**config.mk**
```make
export PLATFORM = sky130hd
export DESIGN_NAME = tac_alert
export DESIGN_NICKNAME = d
export VERILOG_FILES = /design/src/rtl/tac_pkg.sv /design/src/rtl/tac_limit_regs.sv /design/src/rtl/tac_alert.sv
export SDC_FILE = /design/constraint.sdc
export NUM_CORES = 1
export LEC_CHECK = 0
export BUFFER_PORTS_ARGS = -buffer_cell sky130_fd_sc_hd__buf_2
export CAP_MARGIN = 30
export CORE_UTILIZATION = 50
export CTS_BUF_LIST = sky130_fd_sc_hd__clkbuf_8 sky130_fd_sc_hd__clkbuf_16
export DETAILED_ROUTE_END_ITERATION = 16
export HOLD_SLACK_MARGIN = 0.1
export PLACE_DENSITY_LB_ADDON = 0.1
export SYNTH_ARGS = -nofsm -noshare
export SYNTH_HDL_FRONTEND = slang
export SYNTH_SLANG_ARGS = --single-unit
```
**constraint.sdc**
```tcl
create_clock -name core_clk -period 3.3 [get_ports core_clk]
set_input_delay 0.66 -clock core_clk [delete_from_list [all_inputs] [get_ports core_clk]]
set_output_delay 0.66 -clock core_clk [all_outputs]
set_load 0.01 [all_outputs]
```
**src/rtl/tac_pkg.sv**
```systemverilog
package tac_pkg;

  // ==========================================================
  // Register pointer codes
  localparam logic [1:0] PTR_LOW_LIMIT = 2'h2;
  localparam logic [1:0] PTR_HIGH_LIMIT = 2'h3;

  // ==========================================================
  // Limit register layout and reset values
  localparam int LIMIT_W = 16;
  localparam int LIMIT_MSB = 15;
  localparam logic [15:0] LOW_LIMIT_RST = 16'h8000;
  localparam logic [15:0] HIGH_LIMIT_RST = 16'h7FFF;
  localparam logic [15:0] RDATA_RST = 16'h0000;

  // ==========================================================
  // Trigger count codes
  localparam logic [1:0] TRIG_ONE = 2'h0;
  localparam logic [1:0] TRIG_TWO = 2'h1;
  localparam logic [1:0] TRIG_FOUR = 2'h2;
  localparam logic [1:0] TRIG_OFF = 2'h3;
  localparam logic [2:0] NEED_ONE = 3'h1;
  localparam logic [2:0] NEED_TWO = 3'h2;
  localparam logic [2:0] NEED_FOUR = 3'h4;
  localparam logic [2:0] CNT_MAX = 3'h7;

  // ==========================================================
  // Ready pulse timing
  localparam int CLK_PERIOD_NS = 8;
  localparam int RDY_PULSE_NS = 1000;
  localparam logic [7:0] RDY_PULSE_CYC =
    8'((RDY_PULSE_NS + CLK_PERIOD_NS - 1) / CLK_PERIOD_NS);

  // ==========================================================
  // Pin operating modes
  typedef enum logic [1:0] {
    MODE_OFF = 2'b00,
    MODE_CMP = 2'b01,
    MODE_RDY = 2'b10
  } tac_mode_e;

endpackage

```
**src/rtl/tac_limit_regs.sv**
```systemverilog
`timescale 1ns/100ps
module tac_limit_regs
  import tac_pkg::*;
(
  input logic core_clk,
  input logic rstn,
  input logic ce,
  input logic [1:0] reg_ptr,
  input logic [15:0] reg_wdata,
  input logic reg_wr,
  output logic [15:0] reg_rdata,
  output logic [15:0] low_limit,
  output logic [15:0] high_limit
);

  // ==========================================================
  // Decode
  wire sel_low = (reg_ptr == PTR_LOW_LIMIT);
  wire sel_high = (reg_ptr == PTR_HIGH_LIMIT);
  wire wr_low = ce & reg_wr & sel_low;
  wire wr_high = ce & reg_wr & sel_high;
  wire [15:0] rd_mux = sel_low ? low_limit : (sel_high ? high_limit : RDATA_RST);

  logic [15:0] low_limit_r;
  logic [15:0] high_limit_r;
  logic [15:0] rdata_r;

  // ==========================================================
  // Storage
  always_ff @(posedge core_clk)
  begin
    if (!rstn)
    begin
      low_limit_r <= LOW_LIMIT_RST;
      high_limit_r <= HIGH_LIMIT_RST;
      rdata_r <= RDATA_RST;
    end
    else if (ce)
    begin
      if (wr_low)
        low_limit_r <= reg_wdata;
      if (wr_high)
        high_limit_r <= reg_wdata;
      rdata_r <= rd_mux;
    end
  end

  assign low_limit = low_limit_r;
  assign high_limit = high_limit_r;
  assign reg_rdata = rdata_r;
endmodule // tac_limit_regs

```
**src/rtl/tac_alert.sv**
```systemverilog
// Function
// - Two 16-bit limits held separately, both read as signed two's complement.
// - Low limit at pointer 2, resets to 8000h.
// - High limit at pointer 3, resets to 7FFFh.
// - High MSB 1 and low MSB 0 selects ready signalling on pin.
// - Ready signalling in single-shot drives pin with conversion status bit.
// - Ready signalling in continuous mode pulses pin per new result.
// - Serial clock line is never held low.
// - Register port works with standard, fast, high-speed single masters.
// - Both limits fully readable and writable bit by bit.
// - Trigger count selects one, two or four results; fourth code floats pin.
// - Polarity bit: 0 active low (default), 1 active high.
// - Status bit reads 0 while converting, 1 when idle.
`timescale 1ns/100ps
module tac_alert
  import tac_pkg::*;
(
  input logic core_clk,
  input logic rstn,
  input logic ce,
  input logic [1:0] reg_ptr,
  input logic [15:0] reg_wdata,
  input logic reg_wr,
  output logic [15:0] reg_rdata,
  input logic [15:0] result_data,
  input logic result_valid,
  input logic conv_busy,
  input logic single_shot_mode,
  input logic window_mode,
  input logic [1:0] trigger_count_select,
  input logic alert_latch_select,
  input logic alert_polarity_select,
  input logic data_read,
  input logic alert_response,
  output logic conversion_status_bit,
  output logic alert_o,
  output logic alert_oe,
  output logic scl_o,
  output logic scl_oe
);

  // ==========================================================
  // Helpers
  function automatic logic sgt(input logic [15:0] a, input logic [15:0] b);
    sgt = $signed(a) > $signed(b);
  endfunction

  function automatic logic [2:0] trig_need(input logic [1:0] sel);
    trig_need = (sel == TRIG_ONE) ? NEED_ONE : ((sel == TRIG_TWO) ? NEED_TWO : NEED_FOUR);
  endfunction

  // ==========================================================
  // Limit registers
  logic [15:0] low_limit;
  logic [15:0] high_limit;

  tac_limit_regs u_regs (
    .core_clk(core_clk),
    .rstn(rstn),
    .ce(ce),
    .reg_ptr(reg_ptr),
    .reg_wdata(reg_wdata),
    .reg_wr(reg_wr),
    .reg_rdata(reg_rdata),
    .low_limit(low_limit),
    .high_limit(high_limit)
  );

  // ==========================================================
  // State
  logic [2:0] cnt_r;
  logic [2:0] cnt_nxt;
  logic alert_act_r;
  logic alert_act_nxt;
  logic [7:0] pulse_cnt_r;
  logic [7:0] pulse_cnt_nxt;
  logic status_r;
  logic alert_o_r;
  logic alert_oe_r;
  logic asserted;
  tac_mode_e mode;

  // ==========================================================
  // Decoding
  wire rdy_sel = high_limit[LIMIT_MSB] & ~low_limit[LIMIT_MSB];
  wire cmp_off = (trigger_count_select == TRIG_OFF);
  wire above = sgt(result_data, high_limit);
  wire below = sgt(low_limit, result_data);
  // Traditional mode has hysteresis: set above high, cleared only below low
  wire out_of_limit = window_mode ? (above | below) : above;
  wire back_in = window_mode ? ~(above | below) : below;
  wire [2:0] cnt_inc = (cnt_r == CNT_MAX) ? CNT_MAX : 3'(cnt_r + 3'h1);
  wire trig_hit = cnt_inc >= trig_need(trigger_count_select);
  wire is_cmp = (mode == MODE_CMP);
  wire is_rdy = (mode == MODE_RDY);
  wire alert_clear = data_read | alert_response;
  wire pulse_on = (pulse_cnt_r != 8'h00);
  wire pin_level = alert_polarity_select ? asserted : ~asserted;

  assign mode = cmp_off ? MODE_OFF : (rdy_sel ? MODE_RDY : MODE_CMP);

  // ==========================================================
  // Successive out-of-limit counter
  always_comb
  begin
    cnt_nxt = cnt_r;
    if (!is_cmp)
      cnt_nxt = 3'h0;
    else if (result_valid)
      cnt_nxt = out_of_limit ? cnt_inc : 3'h0;
  end

  // ==========================================================
  // Alert flag, set wins over clear
  always_comb
  begin
    alert_act_nxt = alert_act_r;
    if (!is_cmp)
      alert_act_nxt = 1'b0;
    else if (result_valid && out_of_limit && trig_hit)
      alert_act_nxt = 1'b1;
    else if (alert_latch_select)
    begin
      if (alert_clear)
        alert_act_nxt = 1'b0;
    end
    else if (result_valid && back_in)
      alert_act_nxt = 1'b0;
  end

  // ==========================================================
  // Ready pulse timer
  // A new result restarts a pulse that is still running
  always_comb
  begin
    pulse_cnt_nxt = pulse_on ? 8'(pulse_cnt_r - 8'h01) : 8'h00;
    if (!is_rdy || single_shot_mode)
      pulse_cnt_nxt = 8'h00;
    else if (result_valid)
      pulse_cnt_nxt = RDY_PULSE_CYC;
  end

  // ==========================================================
  // Pin meaning per mode
  always_comb
  begin
    case (mode)
      MODE_CMP: asserted = alert_act_r;
      MODE_RDY: asserted = single_shot_mode ? status_r : pulse_on;
      default: asserted = 1'b0;
    endcase
  end

  // ==========================================================
  // Comparator state
  always_ff @(posedge core_clk)
  begin
    if (!rstn)
    begin
      cnt_r <= 3'h0;
      alert_act_r <= 1'b0;
      pulse_cnt_r <= 8'h00;
    end
    else if (ce)
    begin
      cnt_r <= cnt_nxt;
      alert_act_r <= alert_act_nxt;
      pulse_cnt_r <= pulse_cnt_nxt;
    end
  end

  // ==========================================================
  // Pin and status outputs
  always_ff @(posedge core_clk)
  begin
    if (!rstn)
    begin
      status_r <= 1'b1;
      alert_o_r <= 1'b1;
      alert_oe_r <= 1'b0;
    end
    else if (ce)
    begin
      status_r <= ~conv_busy;
      alert_o_r <= pin_level;
      alert_oe_r <= ~cmp_off;
    end
  end

  assign conversion_status_bit = status_r;
  assign alert_o = alert_o_r;
  assign alert_oe = alert_oe_r;
  assign scl_o = 1'b0;
  assign scl_oe = 1'b0;
endmodule // tac_alert

```
; ---- Yosys cells after proc, flatten, opt, wreduce, memory -nomap -nowiden
; Index checks and enable logic that the tools add are counted.
[word_totals]
input_bits = 48
ff_bits = 63
out_inout_bits = 21
wordCells = 69
[classes]
add_sub_neg = 2
muxes = 23
n_lt_le_gt_ge = 3
bitwise = 11
n_eq_ne = 10
reduce_logical = 11
[ops]
columns = op, count
row1 = $gt A16 B16 Y1, 2
row2 = $mux W16, 2
row3 = $mux W8, 3
row4 = $mux W3, 6
row5 = $mux W1, 9
row6 = $eq A2 B2 Y1 const B, 4
row7 = $ne A4 B2 Y1 const B, 2
row8 = $reduce_bool A8 Y1, 1
row9 = $sub A8 B1 Y8 const B, 1
row10 = $reduce_and A2 Y1, 3
row11 = $not A1 Y1, 5
row12 = $and A1 B1 Y1, 4
row13 = $eq A2 B1 Y1 const B, 2
row14 = $mux W2, 2
row15 = $add A3 B1 Y3 const B, 1
row16 = $eq A3 B3 Y1 const B, 1
row17 = $ge A3 B3 Y1, 1
row18 = $logic_and A1 B1 Y1, 3
row19 = $reduce_and A3 Y1, 1
row20 = $logic_not A2 Y1, 1
row21 = $ne A2 B2 Y1 const B, 1
row22 = $or A1 B1 Y1, 2
row23 = $pmux W1 S2, 1
row24 = $logic_not A1 Y1, 1
row25 = $logic_or A1 B1 Y1, 1

; ---- Logic depth before layout (Yosys ltp)
; Gate-level depths: netlist of run 1.
[depth]
word_depth = 9
depth_mapped = 10
ltp_nobuf = 10

; ---- Hierarchy
; Synthesis of run 1 repeated with hierarchy kept, for this count alone.
[unflattened]
hier_cells = 435
area_unflattened_um2 = 3849.9
[modules_own_cells]
columns = module, seq_area_each_um2, area_each_um2, cells_each, n_inst
row1 = tac_limit_regs, 960.9, 2038.2, 196, 1
row2 = tac_alert, 300.3, 1811.7, 239, 1

; ---- Worst setup path before layout of run 1
; Ideal clock, no wire load.
[synth_path]
kind = input port to flip-flop
from = in result_data[15]
to = reg cnt_r[2]
setup_time_ns = 0.075
path_slack_ns = 0.698
required_ns = 3.225
arrival_time_ns = 2.527
n_path_buf = 0
path_stages = 8
path_cell_list = ha_1 > nand4_1 > or4_1 > o21a_1 > and2_4 > a211oi_2 > a22oi_2 > o22ai_1
[synth_via]
elab_chain_len = 6
word_cells_on_any_way = 7
cone_classes = order compare: 2 / mux: 4 / bitwise: 1
[synth_rtl]
columns = item, line
row1 = "start, declared", tac_alert.sv:25  ; input logic [15:0] result_data,
row2 = $gt A16 B16 Y1, tac_alert.sv:45  ; sgt = $signed(a) > $signed(b);
row3 = $or A1 B1 Y1, tac_alert.sv:90  ; wire out_of_limit = window_mode ? (above | below) : above;
row4 = $mux W1 *, tac_alert.sv:90
row5 = $mux W3 *, tac_alert.sv:110  ; cnt_nxt = out_of_limit ? cnt_inc : 3'h0;
row6 = $mux W3 *, tac_alert.sv:109  ; else if (result_valid)
row7 = $mux W3 *, tac_alert.sv:107  ; if (!is_cmp)
row8 = "end signal, assigned", tac_alert.sv:166  ; cnt_r <= cnt_nxt;
row9 = "end, declared", tac_alert.sv:71  ; logic [2:0] cnt_r;
; Mark *: on every way between the ends. The rest lies on a longest branch, timed or not. The select of a mux whose other input is x is not followed.
; A chain may end at the register's enable or synchronous reset.

; ---- Final worst setup path of run 1
[layout_path]
from = reg u_regs.high_limit_r[15] (netlist: u_regs.high_limit[15])
to = reg cnt_r[2]
[layout_via]
elab_chain_len = 6
word_cells_on_any_way = 12
cone_classes = order compare: 1 / eq/ne: 2 / mux: 6 / bitwise: 2 / reduce/logical: 1
[layout_rtl]
columns = item, line
row1 = "start, declared", tac_limit_regs.sv:25  ; logic [15:0] high_limit_r;
row2 = "start signal, assigned", tac_limit_regs.sv:43  ; high_limit_r <= reg_wdata;
row3 = $gt A16 B16 Y1 / $and A1 B1 Y1 (equally long branches), "tac_alert.sv:45, tac_alert.sv:85"
row4 = $or A1 B1 Y1 / $mux W2 (equally long branches), "tac_alert.sv:90, tac_alert.sv:100"
row5 = $mux W1 / $mux W2 (equally long branches), "tac_alert.sv:90, tac_alert.sv:100"
row6 = $mux W3 / $eq A2 B1 Y1 (equally long branches), "tac_alert.sv:110, tac_alert.sv:94"
row7 = $mux W3 / $ne A2 B2 Y1 (equally long branches), -
row8 = $mux W3 / $reduce_and A2 Y1 (equally long branches), -
; Several ways; a longest one is shown, not always the timed one. The select of a mux whose other input is x is not followed.

==> metrics.md, run 1 <==
| Metric | Value |
|---|---|
| Die height | 88.4 µm |
| Initial Utilization | 51.7% |
| Power per cell area | 402 nW/µm² |
| Area share of the largest cell type after synthesis | 33.8% |
| GRT Util Overall | 23.8% |
| Initial DRC Count | 106 |
| Pleak | 2.13 nW |
| Final Max Slew Viols | 0 |
| Seq/Total Area, Yosys | 33.8% |
| GP Congestion | 0.801 |
| H-tree depth | 3 |
| Top FF cell, synth | dfxtp_1 |
| Yosys reg bits | 63 |
| Gr ovfl total | 0 |
| Relative slew slack | 51.8% |
| Share of post-route cells with drive strength above 1 | 17.7% |
| CP max FO | 4 |
| Area growth, synth to finish | 16.4% |
| Crit end category | register |
| Clk_lat worst skew | 0.34 ns |
| Max Fclk | 371 MHz |
| Overall power | 1.74 mW |
| CTS tree | built |
| Final min period | 2.70 ns |
| Critical path arrival | 2.97 ns |
| Peak VDD IR | 0.179 mV |
| Post-cts resize count | 0 |
| Largest net degree at the start of global routing | 33 |
| Kind of critical path | reg -> reg |
| Status | complete, no violations |
| Detail Route Antenna Nets | 0 |
| Min-Delay Path Class | reg -> reg |
| Syn Inst Count | 462 |
| Synth top cells by count | nand2_1 (73), dfxtp_1 (63), inv_1 (55) |
| Pre-Repair DR Iteration Count | 4 |
| Via Count | 3,288 |
| Die area | 7810 µm² |
| IO Count | 69 |
| RSZ-0062 raised after global routing | false |
| Cell accounting for the most synthesized area | dfxtp_1 |
| PortBufs | 66 |
| Area of the core | 7210 µm² |
| Finished Cell Area | 4340 µm² |
| Most frequent cell after synthesis | nand2_1 |
| Drt total wl | 8.71 mm |
| Hold buffer count at CTS | 0 |
| CP required | 3.57 ns |
| Drt drc | 0 |
| Vias per cell | 5.26 |
| Initial antenna violation count | 0 |
| Syn. warnings | 0 |
| Layout Utilization | 60.2% |
| Routed len/inst | 13.9 µm |
| Clk sink count | 63 |
| Nets | 607 |
| Max cap viols | 0 |
| Max clock buf depth | 2 |
| Fraction of registers with async set/reset | 0% |
| EDFF count, synth | 0 |
| # diodes | 0 |
| Area after DPL | 4130 µm² |
| TNS Setup | 0 ns |
| CTS buffer count | 9 |
| Cell Rows | 31 |
| Clock slew at reported path FFs | 0.07 ns |
| Final setup viols | 0 |
| Min Hold Slack | 0.465 ns |
| Post-synthesis average cell area | 8.07 µm² |
| # Post-CTS Setup Buffers | 0 |
| Top post-synthesis cells by area | dfxtp_1 (34%), ha_1 (13%), nand2_1 (7.3%) |
| Root buffer cell | clkbuf_8 |
| Crit share post-route | 81.7% |
| Setup Skew | 0.00780 ns |
| First-pass GRT wire length | 14.0 mm |
| Startpoint Class | register |
| Die width | 88.4 µm |
| Fin. Hold Viols | 0 |
| Vias in the first global route | 2,961 |
| Netlist cell types | 45 |
| Synth Cell Area | 3730 µm² |
| Slew of the pin with the lowest slew margin | 0.721 ns |
| HPWL Detailed | 6.37 mm |
## report_power, final
| part | switching (mW) | internal [mW] | total, mW |
|---|---|---|---|
| logic | 0.134 | 0.104 | 0.238 |
| registers | 0.0138 | 0.783 | 0.797 |
| clock network | 0.320 | 0.389 | 0.708 |
## worst max-delay path: stages, from the launching register on
cell and delay [ns]:
dfxtp_1 0.37, inv_1 0.09, ha_1 0.33, nand4_1 0.14, or4_1 0.58, o21a_1 0.22, and2_4 0.16, a211oi_2 0.42
a22oi_2 0.17, o22ai_1 0.15
## logic make-up after synthesis
logic type | synth area share [%]
and+or+nand+nor | 20.6
AOI/OAI and AO/OA | 19.5
buffers and inverters | 8.15
DFF | 33.8
adders and majority gates | 12.7
muxes | 4.83
other | 0.101
xor gates and xnor gates | 0.235
## per-layer routing
layer / vias to the layer above / GRT usage, % / routed length [µm]
li1: 1706 / - / -
met1: 1517 / 31.9 / 4290
met2: 52 / 38.5 / 3980
met3: 13 / 3.36 / 272
met4: 0 / 9.97 / 167
met5: - / 0 / 0
## metrics by stage
step	cells	worst slack (ns)
4_1_cts	625	0.625
3_5_place_dp	609	0.306
3_3_place_gp	609	0.415
2_1_floorplan	463	0.698
5_1_grt	625	0.470
6_report	625	0.603
## state kept, by name, indices dropped and copies added (netlist names)
signal / cells
u_regs.high_limit: 16
alert_o: 1
pulse_cnt_r: 8
u_regs.low_limit: 16
alert_oe: 1
conversion_status_bit: 1
cnt_r: 3
alert_act_r: 1
u_regs.reg_rdata: 16
## cells in the final DEF (no fill, tap or decap), types with 9 or more instances in the layout
cell / instances
nor2_1: 12
mux2i_1: 18
and2_1: 20
o211ai_1: 15
a21boi_0: 17
dfxtp_1: 63
a21o_1: 9
inv_1: 55
a21oi_1: 9
nand2_1: 73
buf_2: 66
o21ai_0: 13
ha_1: 38
clkbuf_8: 11
o22ai_1: 17
## worst paths after layout
path | start | to | slack [ns] | cells past startpoint
max | u_regs.high_limit[15] | cnt_r[2] | 0.60 | 9
min | cnt_r[1] | cnt_r[1] | 0.46 | 2
max reg2reg | u_regs.high_limit[15] | cnt_r[2] | 0.60 | 9
min reg2reg | cnt_r[1] | cnt_r[1] | 0.46 | 2
## cell type report
type / count / area [µm²]
Timing Repair Buffer: 71 / 368
Sequential cell: 63 / 1260
Inverter: 55 / 206
Clock buffer: 11 / 151
Tap cell: 99 / 124
Fill cell: 695 / 2870
Multi-Input combinational cell: 321 / 2170
Clock inverter: 5 / 56.3
Power figures use the tool's default switching activity.
==> inputs of run 2 (changes only) <==
--- a/config.mk
+++ b/config.mk
@@ -5,6 +5,7 @@
 export SDC_FILE = /design/constraint.sdc
 export NUM_CORES = 1
 export LEC_CHECK = 0
+export ABC_AREA = 1
 export BUFFER_PORTS_ARGS = -buffer_cell sky130_fd_sc_hd__buf_2
 export CAP_MARGIN = 30
 export CORE_UTILIZATION = 50
==> constraint.sdc (replaced) <==
create_clock -name core_clk -period 2.5 [get_ports core_clk]
set_input_delay 0.5 -clock core_clk [delete_from_list [all_inputs] [get_ports core_clk]]
set_output_delay 0.5 -clock core_clk [all_outputs]
set_load 0.01 [all_outputs]
==> run 2 against run 1 <==
  * Global-route usage increased by 0.41 points
  * Worst hold slack got worse by 0.13 ns
  * Register-to-register slack got worse by 0.13 ns
  * Synthesized area decreased by 0.10%
  * Critical path type unchanged
  * Highest routed layer unchanged
==> metrics.md, run 2 <==
| Metric | Value |
|---|---|
| Top FF cell, synth | dfxtp_1 |
| Hold path startpoint | conv_busy |
| Drt drc | 0 (unchanged) |
| Kind of critical path | reg -> reg |
| Drt total wl | 8.72 mm (+0.14%) |
| Die width | 88.3 µm (about the same) |
| Worst reg2reg setup slack | 0.47 ns (-0.13 ns) |
| CP required | 2.72 ns (-0.85 ns) |
| Vias per cell | 5.01 (-4.8%) |
| Relative slew slack | 39.9% (-12 points) |
| Final Max Slew Viols | 0 (unchanged) |
| Syn. warnings | 0 (unchanged) |
| Pre-Repair DR Iteration Count | 8 (+4) |
| Cell accounting for the most synthesized area | dfxtp_1 |
| Post-cts resize count | 0 (unchanged) |
| Pleak | 2.38 nW (+12%) |
| IO Count | 69 (unchanged) |
| Synth top cells by count | inv_1 (118), nand2_1 (76), dfxtp_1 (63) |
| Die area | 7800 µm² (-0.10%) |
| Die height | 88.3 µm (about the same) |
| Clock slew at reported path FFs | 0.07 ns (about the same) |
| Final setup viols | 0 (unchanged) |
| CP max FO | 3 (-1) |
| Final min period | 2.03 ns (-0.671 ns) |
| Crit share post-route | 81.0% (-0.69 points) |
| Seq/Total Area, Yosys | 33.8% (+0.034 points) |
| Syn Inst Count | 531 (+15%) |
| Routed len/inst | 12.5 µm (-10%) |
| Largest net degree at the start of global routing | 34 (+3.0%) |
| Worst reg2reg path startpoint | cnt_r[0] |
| Setup Skew | 0.0117 ns (+0.00389 ns) |
| Synth Cell Area | 3730 µm² (-0.10%) |
| Yosys reg bits | 63 (unchanged) |
| RSZ-0062 raised after global routing | false |
| Nets | 680 (+12%) |
| GRT Util Overall | 24.2% (+0.41 points) |
| Min-Delay Path Class | in -> reg |
| Vias in the first global route | 3,210 (+8.4%) |
| Max clock buf depth | 2 (unchanged) |
| Most frequent cell after synthesis | inv_1 |
| Clk sink count | 63 (unchanged) |
| Crit end category | register |
| Initial DRC Count | 118 (+11%) |
| Area of the core | 7210 µm² (unchanged) |
| R2R cell count | 15 (+6) |
| Max cap viols | 0 (unchanged) |
| Initial antenna violation count | 0 (unchanged) |
| Clk_lat worst skew | 0.34 ns (about the same) |
| Slew of the pin with the lowest slew margin | 0.900 ns (+0.179 ns) |
| Startpoint Class | register |
| PortBufs | 66 (unchanged) |
| Via Count | 3,486 (+6.0%) |
| # Post-CTS Setup Buffers | 0 (unchanged) |
| Fin. Hold Viols | 0 (unchanged) |
| Detail Route Antenna Nets | 0 (unchanged) |
| Status | complete, no violations |
| Hold endpoint | conversion_status_bit |
| Hold buffer count at CTS | 0 (unchanged) |
| Area after DPL | 4160 µm² (+0.58%) |
| Critical path arrival | 2.24 ns (-0.73 ns) |
| Area share of the largest cell type after synthesis | 33.8% (+0.034 points) |
| Fraction of registers with async set/reset | 0% (unchanged) |
| Top post-synthesis cells by area | dfxtp_1 (34%), ha_1 (13%), inv_1 (12%) |
| EDFF count, synth | 0 (unchanged) |
| Area growth, synth to finish | 16.0% |
| Post-synthesis average cell area | 7.02 µm² (-13%) |
| Netlist cell types | 29 (-36%) |
| First-pass GRT wire length | 14.6 mm (+4.2%) |
| Power per cell area | 504 nW/µm² (+25%) |
| CTS buffer count | 9 (unchanged) |
| Leading cell type in the layout, fill and taps excluded | inv_1 |
| Share of post-route cells with drive strength above 1 | 16.8% (-0.93 points) |
| Initial Utilization | 51.6% (-0.052 points) |
| GP Congestion | 0.843 (+5.3%) |
| # diodes | 0 (unchanged) |
| Most frequent cells in the layout | inv_1 (120), nand2_1 (76), buf_2 (66) |
| Max Fclk | 494 MHz (+33%) |
| HPWL Detailed | 6.31 mm (-0.92%) |
| Peak VDD IR | 0.327 mV (+82%) |
| Finished Cell Area | 4320 µm² (-0.46%) |
| Root buffer cell | clkbuf_8 |
| RR Endpoint | alert_act_r |
| Gr ovfl total | 0 (unchanged) |
| CTS tree | built |
| TNS Setup | 0 ns (unchanged) |
| Cell Rows | 31 (unchanged) |
| H-tree depth | 3 (unchanged) |
| Worst hold stages | 2 (unchanged) |
run 2: changes by cell type in the layout (fill, tap and decap cells not counted), sizes merged, moves of 9 or more:
cell	before	now
inv	55	120
o21ai	17	62
a21oi	9	50
nor2	12	42
and2	21	0
a21boi	19	0
mux2i	18	0
o22ai	17	0
o221ai	0	16
o211ai	15	1
a21o	9	0
run 2: power by group:
group	switching, mW	internal (mW)	total [mW]	leakage (nW)
Clock	0.379	0.394	0.774	0.0937
Combinational	0.208	0.132	0.340	1.78
Sequential	0.0189	1.04	1.06	0.515
Total	0.606	1.57	2.18	2.38
run 2: cell type report:
cell class / count / area (µm²)
clock buffers: 11 / 151
fillers: 717 / 2890
clock inverters: 3 / 12.5
flip-flops and latches: 63 / 1260
well taps: 99 / 124
multi-input cells: 330 / 1940
repair buffers: 72 / 388
inverters: 118 / 443
run 2: cells by family after synthesis:
| group | Yosys count | synth area share [%] |
|---|---|---|
| and+or+nand+nor | 152 | 18.2 |
| buffers and inverters | 139 | 14.2 |
| AOI/OAI and AO/OA | 137 | 20.6 |
| DFF | 63 | 33.8 |
| adders and majority gates | 38 | 12.8 |
| xor gates and xnor gates | 1 | 0.235 |
| other | 1 | 0.101 |
run 2: layer usage:
| metal | vias up | global-route usage [%] | part of all wire (%) |
|---|---|---|---|
| li1 | 1848 | - | - |
| met1 | 1553 | 32.4 | 50 |
| met2 | 70 | 39.3 | 45 |
| met3 | 15 | 3.64 | 3.6 |
| met4 | 0 | 9.53 | 2.0 |
| met5 | - | 0 | 0 |
run 2: how the worst max path moves through the flow:
stage / from / cells past startpoint / end / slack, ns
3_5_place_dp: result_data[15] / 17 / alert_act_r / 0.32
3_3_place_gp: ce / 6 / u_regs.low_limit[14] / 0.34
2_1_floorplan: result_data[15] / 17 / alert_act_r / 0.61
5_1_grt: cnt_r[0] / 15 / alert_act_r / 0.24
4_1_cts: cnt_r[0] / 15 / alert_act_r / 0.45
6_report: cnt_r[0] / 15 / alert_act_r / 0.47
run 2: stage by stage:
step	std cells	setup slack [ns]	utilization [%]	hold slack [ns]	power (mW)
after floorplan	532	0.611	-	0.442	1.30
after global placement	682	0.340	57.6	0.450	1.42
after detailed placement	682	0.317	57.6	0.456	1.43
after CTS	696	0.452	59.9	0.320	2.20
after global routing	696	0.242	59.9	0.351	2.29
final	696	0.474	59.9	0.330	2.18
run 2: worst max-delay path, cell delays in order, from the launching register on:
cell and delay [ns]:
dfxtp_1 0.35, ha_1 0.15, inv_1 0.05, o21ai_0 0.25
inv_1 0.08, ha_1 0.29, inv_1 0.05, nand2_1 0.04
a21oi_1 0.12, nor2_1 0.05, o21ai_0 0.16, inv_1 0.06
nand4_1 0.08, nand2_1 0.05, inv_1 0.06, a21oi_2 0.05
